--- src/core/subcode_params.svh ---
/*
 * Constants for the subcode serial readout: field positions, sizes,
 * timing figures and reset values.
 * Assumes it is included by bare name from core/ sources.
 */
`ifndef SUBCODE_PARAMS_SVH
`define SUBCODE_PARAMS_SVH

`define CLK_PERIOD_NS     8
`define SUBCODE_FRAME_SYNC_HIGH_NS      4000
`define SUBCODE_FRAME_SYNC_HIGH_CYC     ((`SUBCODE_FRAME_SYNC_HIGH_NS + `CLK_PERIOD_NS - 1) / `CLK_PERIOD_NS)
`define SUBCODE_SHIFT_CLOCK_WINDOW_NS    136000
`define SUBCODE_SHIFT_CLOCK_WINDOW_CYC   (`SUBCODE_SHIFT_CLOCK_WINDOW_NS / `CLK_PERIOD_NS)
`define SUB_BITS          8
`define SUB_P_POS         7
`define SUB_Q_POS         6
`define Q_DATA_BITS       80
`define Q_FRAME_BITS      96
`define Q_CRC_BITS        16
`define Q_CRC_POLY        16'h1021
`define Q_CRC_INIT        16'h0000
`define OUT_RESET_LEVEL   1'b0

`endif

--- src/core/subcode_pkg.sv ---
/*
 * Types shared by the subcode readout modules.
 * Assumes nothing beyond a SystemVerilog compiler.
 */
package subcode_pkg;

    typedef enum logic [1:0] {
        FR_IDLE   = 2'b00,
        FR_SYNC   = 2'b01,
        FR_WINDOW = 2'b10
    } frame_state_t;

endpackage

--- src/core/q_crc_check.sv ---
/*
 * Serial CRC-16 accumulator for the subcode Q channel.
 * Assumes bits arrive one per enable, first bit first, on clk.
 */
`timescale 1ns/10ps
`default_nettype none
`include "subcode_params.svh"

module q_crc_check (
    // clock and reset
    input  wire logic        clk,
    input  wire logic        rst,
    // bit stream
    input  wire logic        clear,
    input  wire logic        bitEn,
    input  wire logic        bitIn,
    // running remainder
    output logic [15:0]      crc
);
    logic [15:0] crc_r;
    logic [15:0] crc_nxt;

    always_comb begin
        crc_nxt = crc_r;
        if (clear) begin
            crc_nxt = `Q_CRC_INIT;
        end else if (bitEn) begin
            crc_nxt = {crc_r[14:0], 1'b0};
            if (crc_r[15] ^ bitIn) begin
                crc_nxt = crc_nxt ^ `Q_CRC_POLY;
            end
        end
    end

    always_ff @(posedge clk) begin
        if (rst) begin
            crc_r <= `Q_CRC_INIT;
        end else begin
            crc_r <= crc_nxt;
        end
    end

    assign crc = crc_r;
endmodule
`default_nettype wire

--- src/core/subcode_serial_readout.sv ---
/*
 * Subcode serial readout: frame and block sync outputs, P..W serial
 * output clocked by the controller, and CRC-checked Q serial output.
 * Assumes subcode symbols arrive from the demodulator on clk, one
 * pulse per frame, with S0/S1 flags; shift clocks and the bit order
 * select come from pins and are resynchronised here.
 */
// What this block does
// - frame sync output marks each subcode frame
// - eight shift clocks yield P through W
// - block sync output marks each block start
// - Q ready rises only after CRC passes
// - order select low: Q least significant first
// - serial output changes on shift clock fall
// - P bit shown when no clock applied
// - block sync high during S0 and S1
`timescale 1ns/10ps
`default_nettype none
`include "subcode_params.svh"

module subcode_serial_readout
    import subcode_pkg::*;
#(
    parameter int SUBCODE_FRAME_SYNC_HIGH   = `SUBCODE_FRAME_SYNC_HIGH_CYC,
    parameter int SUBCODE_SHIFT_CLOCK_WINDOW = `SUBCODE_SHIFT_CLOCK_WINDOW_CYC,
    parameter int Q_BITS      = `Q_DATA_BITS
) (
    // clock and reset
    input  wire logic        clk,
    input  wire logic        rst,
    // symbols from the demodulator
    input  wire logic        symValid,
    input  wire logic [7:0]  symData,
    input  wire logic        symIsS0,
    input  wire logic        symIsS1,
    // subcode pins
    input  wire logic        subcodeShiftClock,
    output logic             subcodeFrameSync,
    output logic             subcodeBlockSync,
    output logic             subcodeSerialOut,
    // q channel pins
    input  wire logic        qShiftClock,
    input  wire logic        qMsbFirst,
    output logic             qDataReady,
    output logic             qSerialOut
);
    localparam int WCNT_W = $clog2(SUBCODE_SHIFT_CLOCK_WINDOW + SUBCODE_FRAME_SYNC_HIGH + 1);
    localparam int QCNT_W = $clog2(`Q_FRAME_BITS + 1);

    function automatic logic qBitAt(input logic [Q_BITS-1:0] d,
                                    input logic [6:0] idx,
                                    input logic msb);
        qBitAt = msb ? d[Q_BITS-1-idx] : d[idx];
    endfunction

    // pin synchronisers; stage 3 is only the edge reference
    // reset to low so an idle-high clock never shows a false fall
    logic [2:0] sbckSync_r,  sbckSync_nxt;
    logic [2:0] cqckSync_r,  cqckSync_nxt;
    logic [1:0] orderSync_r, orderSync_nxt;

    always_comb begin
        sbckSync_nxt  = {sbckSync_r[1:0], subcodeShiftClock};
        cqckSync_nxt  = {cqckSync_r[1:0], qShiftClock};
        orderSync_nxt = {orderSync_r[0], qMsbFirst};
    end

    always_ff @(posedge clk) begin
        if (rst) begin
            sbckSync_r  <= 3'h0;
            cqckSync_r  <= 3'h0;
            orderSync_r <= 2'h0;
        end else begin
            sbckSync_r  <= sbckSync_nxt;
            cqckSync_r  <= cqckSync_nxt;
            orderSync_r <= orderSync_nxt;
        end
    end
    wire logic sbckFall = sbckSync_r[2] & ~sbckSync_r[1];
    wire logic cqckFall = cqckSync_r[2] & ~cqckSync_r[1];

    // frame / P..W path
    frame_state_t       frSt_r,   frSt_nxt;
    logic [WCNT_W-1:0]  wCnt_r,   wCnt_nxt;
    logic [7:0]         pend_r,   pend_nxt;
    logic [7:0]         pwSh_r,   pwSh_nxt;
    logic [3:0]         pwCnt_r,  pwCnt_nxt;
    logic               subcode_frame_sync_r,   subcode_frame_sync_nxt;
    logic               pwOut_r,  pwOut_nxt;
    logic               subcode_block_sync_r,   subcode_block_sync_nxt;

    always_comb begin
        frSt_nxt  = frSt_r;
        wCnt_nxt  = wCnt_r;
        pend_nxt  = pend_r;
        pwSh_nxt  = pwSh_r;
        pwCnt_nxt = pwCnt_r;
        subcode_frame_sync_nxt  = subcode_frame_sync_r;
        pwOut_nxt = pwOut_r;
        subcode_block_sync_nxt  = subcode_block_sync_r;
        if (symValid) begin
            // a new frame restarts the sequence even if the last read lagged
            pend_nxt = symData;
            frSt_nxt = FR_SYNC;
            wCnt_nxt = '0;
            subcode_frame_sync_nxt = 1'b1;
            subcode_block_sync_nxt = symIsS0 | symIsS1;
        end else begin
            case (frSt_r)
                FR_SYNC: begin
                    wCnt_nxt = wCnt_r + 1'b1;
                    if (wCnt_r == WCNT_W'(SUBCODE_FRAME_SYNC_HIGH - 1)) begin
                        subcode_frame_sync_nxt  = 1'b0;
                        pwSh_nxt  = pend_r;
                        pwOut_nxt = pend_r[`SUB_P_POS];
                        pwCnt_nxt = 4'h0;
                        wCnt_nxt  = '0;
                        frSt_nxt  = FR_WINDOW;
                    end
                end
                FR_WINDOW: begin
                    wCnt_nxt = wCnt_r + 1'b1;
                    // clocks past the eighth are ignored; the output stays low
                    if (sbckFall && pwCnt_r != 4'(`SUB_BITS)) begin
                        pwSh_nxt  = {pwSh_r[6:0], 1'b0};
                        pwOut_nxt = pwSh_r[`SUB_P_POS-1];
                        pwCnt_nxt = pwCnt_r + 1'b1;
                    end
                    if (wCnt_r == WCNT_W'(SUBCODE_SHIFT_CLOCK_WINDOW - 1)) begin
                        frSt_nxt = FR_IDLE;
                    end
                end
                default: begin
                    frSt_nxt = FR_IDLE;
                end
            endcase
        end
    end

    always_ff @(posedge clk) begin
        if (rst) begin
            frSt_r  <= FR_IDLE;
            wCnt_r  <= '0;
            pend_r  <= 8'h00;
            pwSh_r  <= 8'h00;
            pwCnt_r <= 4'h0;
            subcode_frame_sync_r  <= `OUT_RESET_LEVEL;
            pwOut_r <= `OUT_RESET_LEVEL;
            subcode_block_sync_r  <= `OUT_RESET_LEVEL;
        end else begin
            frSt_r  <= frSt_nxt;
            wCnt_r  <= wCnt_nxt;
            pend_r  <= pend_nxt;
            pwSh_r  <= pwSh_nxt;
            pwCnt_r <= pwCnt_nxt;
            subcode_frame_sync_r  <= subcode_frame_sync_nxt;
            pwOut_r <= pwOut_nxt;
            subcode_block_sync_r  <= subcode_block_sync_nxt;
        end
    end

    // q assembly and check
    logic [`Q_FRAME_BITS-1:0] qAsm_r,  qAsm_nxt;
    logic [QCNT_W-1:0]        qCnt_r,  qCnt_nxt;
    logic                     qDone;
    logic                     crcClear;
    logic                     crcEn;
    logic [15:0]              crcVal;
    wire logic                qBit = symData[`SUB_Q_POS];

    always_comb begin
        qAsm_nxt = qAsm_r;
        qCnt_nxt = qCnt_r;
        qDone    = 1'b0;
        crcClear = 1'b0;
        crcEn    = 1'b0;
        if (symValid) begin
            if (symIsS0 | symIsS1) begin
                qCnt_nxt = '0;
                crcClear = 1'b1;
            end else if (qCnt_r != QCNT_W'(`Q_FRAME_BITS)) begin
                qAsm_nxt = {qAsm_r[`Q_FRAME_BITS-2:0], qBit};
                qCnt_nxt = qCnt_r + 1'b1;
                crcEn    = qCnt_r < QCNT_W'(Q_BITS);
                qDone    = qCnt_r == QCNT_W'(`Q_FRAME_BITS - 1);
            end
        end
    end

    // the stored check field is the inverted remainder
    wire logic crcOk = qDone &&
        (crcVal == ~qAsm_nxt[`Q_CRC_BITS-1:0]);

    q_crc_check u_crc (
        .clk   (clk),
        .rst   (rst),
        .clear (crcClear),
        .bitEn (crcEn),
        .bitIn (qBit),
        .crc   (crcVal)
    );

    always_ff @(posedge clk) begin
        if (rst) begin
            qAsm_r <= '0;
            qCnt_r <= QCNT_W'(`Q_FRAME_BITS);
        end else begin
            qAsm_r <= qAsm_nxt;
            qCnt_r <= qCnt_nxt;
        end
    end

    // q readout
    logic [Q_BITS-1:0] qData_r,  qData_nxt;
    logic [6:0]        qIdx_r,   qIdx_nxt;
    logic              qRd_r,    qRd_nxt;
    logic              wrq_r,    wrq_nxt;
    logic              sqo_r,    sqo_nxt;
    logic              qMsb_r,   qMsb_nxt;

    always_comb begin
        qData_nxt = qData_r;
        qIdx_nxt  = qIdx_r;
        qRd_nxt   = qRd_r;
        wrq_nxt   = wrq_r;
        sqo_nxt   = sqo_r;
        qMsb_nxt  = qMsb_r;
        if (cqckFall && (wrq_r || qRd_r)) begin
            // first clock fall ends the ready flag and starts the read
            wrq_nxt  = 1'b0;
            qRd_nxt  = 1'b1;
            qIdx_nxt = qIdx_r + 1'b1;
            sqo_nxt  = qBitAt(qData_r, qIdx_r + 1'b1, qMsb_r);
            if (qIdx_r == 7'(Q_BITS - 1)) begin
                qRd_nxt = 1'b0;
                sqo_nxt = 1'b0;
            end
        end else if (crcOk && !qRd_r) begin
            // a read in progress is never overwritten mid-word
            qData_nxt = qAsm_nxt[`Q_FRAME_BITS-1:`Q_CRC_BITS];
            qMsb_nxt  = orderSync_r[1];
            qIdx_nxt  = 7'h00;
            wrq_nxt   = 1'b1;
            sqo_nxt   = qBitAt(qData_nxt, 7'h00, qMsb_nxt);
        end
    end

    always_ff @(posedge clk) begin
        if (rst) begin
            qData_r <= '0;
            qIdx_r  <= 7'h00;
            qRd_r   <= 1'b0;
            wrq_r   <= `OUT_RESET_LEVEL;
            sqo_r   <= `OUT_RESET_LEVEL;
            qMsb_r  <= 1'b0;
        end else begin
            qData_r <= qData_nxt;
            qIdx_r  <= qIdx_nxt;
            qRd_r   <= qRd_nxt;
            wrq_r   <= wrq_nxt;
            sqo_r   <= sqo_nxt;
            qMsb_r  <= qMsb_nxt;
        end
    end

    assign subcodeFrameSync = subcode_frame_sync_r;
    assign subcodeBlockSync = subcode_block_sync_r;
    assign subcodeSerialOut = pwOut_r;
    assign qDataReady       = wrq_r;
    assign qSerialOut       = sqo_r;
endmodule
`default_nettype wire

--- config.mk ---
export PLATFORM = sky130hd
export DESIGN_NAME = subcode_serial_readout
export DESIGN_NICKNAME = d
export VERILOG_FILES = /design/src/core/subcode_pkg.sv /design/src/core/q_crc_check.sv /design/src/core/subcode_serial_readout.sv
export VERILOG_INCLUDE_DIRS = /design/src /design/src/core
export SDC_FILE = /design/constraint.sdc
export NUM_CORES = 1
export LEC_CHECK = 0
export BUFFER_PORTS_ARGS = -buffer_cell sky130_fd_sc_hd__buf_2
export CAP_MARGIN = 20
export CORE_MARGIN = 5
export CORE_UTILIZATION = 35
export DETAILED_ROUTE_END_ITERATION = 10
export GPL_ROUTABILITY_DRIVEN = 0
export PLACE_DENSITY = 0.56
export SYNTH_ARGS = -nofsm -noshare
export SYNTH_HDL_FRONTEND = slang
export SYNTH_SLANG_ARGS = --single-unit
--- constraint.sdc ---
create_clock -name clk -period 3.7 [get_ports clk]
set_input_delay 0.74 -clock clk [delete_from_list [all_inputs] [get_ports clk]]
set_output_delay 0.74 -clock clk [all_outputs]
set_load 0.1 [all_outputs]
==> metrics.md <==
| Metric | Value |
|---|---|
| Synth Flop Type | dfxtp_1 |
| Worst r2r path cells | 10 |
| Async SR Flop Fraction | 0 |
| DP Wirelength | 16.9 mm |
| Worst setup margin | 0.361 ns |
| Share of layout cells above drive strength 1 | 0.173 |
| 1st-pass router iterations | 5 |
| Clk buf depth | 3 |
| Syn Area/Cell | 9.38 sq um |
| Multiplexer share of the synthesized area | 0.179 |
| Seq/Total Area, Yosys | 0.431 |
| Worst path arrival time | 3.76 ns |
| Worst r2r src | qCnt_r[6] |
| Final Hold Viols | 0 |
| Grt total ovfl | 0 |
| First-pass GRT wire length | 44.4 mm |
| Worst-path clk slew | 0.06 ns |
| Worst EP required | 4.12 ns |
| Max Cap Violations | 0 |
| Post-layout minimum cycle time | 3.34 ns |
| Crit Path Class | flop to flop |
| Core region area | 33600 sq um |
| Placed cell area | 12800 sq um |
| Largest net degree at the start of global routing | 92 |
| Mapped Cells | 1272 |
| Port Buf Inserts | 20 |
| Worst hold margin | 0.432 ns |
| Row cnt | 67 |
| Net count, final | 1308 |
| Worst Hold Class | primary input to flop |
| CP startpoint kind | flop |
| Worst Tran Pin Value | 0.960 ns |
| Largest family of logic cells by synthesized area | simple AND/OR/NAND/NOR gates |
| Worst IR Drop VDD | 0.296 mV |
| FILL cells | 3330 |
| Die area | 37900 sq um |
| I/O pin cnt | 21 |
| RSZ-0062 raised after global routing | no |
| Rel. slew slack | 0.360 |
| Post-route cell area | 13800 sq um |
| Die X | 195 um |
| Routed WL | 26.1 mm |
| Leakage | 4.86 nW |
| Worst Setup SP | qCnt_r[6] |
| Hold-fix buffers, CTS | 0 |
| Synth Area in XOR/XNOR | 0.0211 |
| Hold wc startpoint | subcodeShiftClock |
| Hold depth | 2 |
| Power Total | 6.06 mW |
| Diodes inserted | 0 |
| Post-DRT Antenna Nets | 0 |
| Fin crit share | 0.903 |
| Setup violations, final | 0 |
| Synthesis-stage register bit count | 257 |
| Worst skew pair latency | 0.53 ns |
| Synth Area in Simple Gates | 0.197 |
| Synthesized-area fraction occupied by adder cells | 0.00944 |
| Max frequency | 299 MHz |
| Routed via count | 8887 |
| CTS tree | yes |
| Setup crit end kind | flop |
| Status | completed |
| DR WL/cell | 14.9 um |
| Setup bufs post-CTS | 0 |
| Final slew viol count | 0 |
| Number of synthesized flops with an enable pin | 0 |
| Num Clock Sinks | 257 |
| Num CTS Buffers | 28 |
| Starting Density | 0.355 |
| Register Area | 5150 sq um |
| Resized cells post-CTS | 0 |
| Final TNS setup | 0 ns |
| YS warnings | 0 |
| Area of the multi-input gates | 6350 sq um |
| H-tree level count | 1 |
| Mapped Area | 11900 sq um |
| CTS root buf | clkbuf_16 |
| Mapped Nets | 1297 |
| Compound-gate portion of the synthesized area | 0.121 |
| Synthesis-to-finish area growth | 15.7% |
| Number of global-route vias before repair | 8709 |
| Antenna violations before repair | 1 |
| Post-synth cell types | 69 |
| Clk_skew | 0.00926 ns |
| Critical path fanouts, max | 29 |
| Vias per inst | 5.08 |
| Power density cells | 439 nW/um^2 |
| Post-route DRC | 0 |
| Pre-CTS WS | 0.0559 ns |
| Iter 0 DRT Violations | 491 |
| Die Height | 195 um |
| GRT Resource Usage Total | 0.135 |
==> critical path, stage by stage, from the launching register on <==
cell,delay [ns]
dfxtp_1,0.42
or4b_1,0.51
buf_12,0.19
o211a_1,0.24
o21ai_0,0.17
nand4b_1,0.10
or4_1,0.62
nor3_4,0.25
buf_12,0.21
buf_12,0.15
mux2_2,0.33
==> routing by layer <==
metal | routed length [um] | GRT usage | vias up
met5 | 0 | 0 | -
met4 | 450 | 0.0279 | 0
met3 | 840 | 0.0216 | 34
met2 | 11800 | 0.219 | 111
met1 | 13000 | 0.191 | 4262
li1 | - | - | 4480
==> power breakdown <==
group	switching, mW	internal [mW]
combinational	0.163	0.0681
clock	1.12	1.91
sequential	0.0110	2.79
total	1.30	4.76
==> through the flow <==
step / instances / utilization
after detailed placement: 1701 / 0.380
final: 1751 / 0.411
after floorplan: 1272 / -
after global routing: 1751 / 0.411
after global placement: 1701 / 0.380
after CTS: 1751 / 0.411
==> kinds of logic after synthesis <==
family | after synthesis
and+or+nand+nor | 483
DFF | 257
AOI/OAI and AO/OA | 230
muxes | 156
buffers and inverters | 110
xor gates and xnor gates | 27
adders and majority gates | 9
==> layout by cell type (no fill, tap or decap), types with 5 or more instances in the layout <==
cell type,count
nand3_1,47
nand3b_1,5
o21ai_0,11
nand2b_1,5
buf_12,13
nor3_1,9
buf_4,39
and3_1,7
a21oi_1,126
mux2i_1,37
xnor2_1,13
clkbuf_16,29
nand4_1,6
and3b_1,7
nand4b_1,5
clkbuf_8,7
mux4_2,38
inv_1,18
dfxtp_1,256
o21ba_2,5
xor2_1,12
nor2_1,62
ha_1,8
buf_2,19
nand2_1,211
mux2_2,49
a21boi_0,6
nor4_1,6
nor2b_1,92
o211ai_1,20
bufinv_16,5
a2bb2oi_1,11
mux2_1,32
a211oi_1,12
==> state kept, by name (all words and copies together) (netlist names), 2 cells and up <==
register,flops
qAsm_r,96
qIdx_r,7
pwSh_r,7
frSt_r,2
qData_r,80
pwCnt_r,4
u_crc.crc,16
sbckSync_r,3
orderSync_r,2
qCnt_r,7
pend_r,8
cqckSync_r,3
wCnt_r,15
==> worst paths after layout <==
check             slack [ns]       endpoint
setup / recovery        0.36    qData_r[31]
hold / removal          0.43  sbckSync_r[0]
setup reg to reg        0.36    qData_r[31]
hold reg to reg         0.44  sbckSync_r[2]
==> layout make-up <==
cell class,count,area share
multi-input combinational,905,0.460
tap,448,0.0406
inverter,19,0.00517
clock buffer,40,0.0606
sequential,257,0.373
clock inverter,10,0.0129
timing repair buffer,72,0.0478
==> synthesized netlist by cell type (4+ instances only) <==
library cell | instances | share of area
mux2_2 | 49 | 0.046
and3b_1 | 7 | 0.0051
nand2b_1 | 5 | 0.0026
nor2b_1 | 92 | 0.048
nand3_1 | 47 | 0.020
a22oi_1 | 4 | 0.0025
a2bb2oi_1 | 11 | 0.0081
a21oi_1 | 127 | 0.053
nand4b_1 | 5 | 0.0037
o21ai_0 | 11 | 0.0046
and3_1 | 7 | 0.0037
o211ai_1 | 20 | 0.013
nand3b_1 | 5 | 0.0031
xor2_1 | 13 | 0.0095
dfxtp_1 | 257 | 0.43
ha_1 | 9 | 0.0094
nor4_1 | 6 | 0.0031
mux4_2 | 38 | 0.072
nor3_1 | 9 | 0.0038
clkbuf_1 | 71 | 0.022
mux2_1 | 32 | 0.030
o21ba_2 | 5 | 0.0042
inv_1 | 18 | 0.0057
a21o_1 | 4 | 0.0025
a21boi_0 | 6 | 0.0038
nor2_1 | 62 | 0.020
buf_1 | 9 | 0.0028
nand4_1 | 6 | 0.0031
buf_6 | 9 | 0.0085
mux2i_1 | 37 | 0.031
nand2_1 | 212 | 0.067
xnor2_1 | 13 | 0.0095
a211oi_1 | 12 | 0.0076
Note: power is estimated with default switching activity, not from simulation.
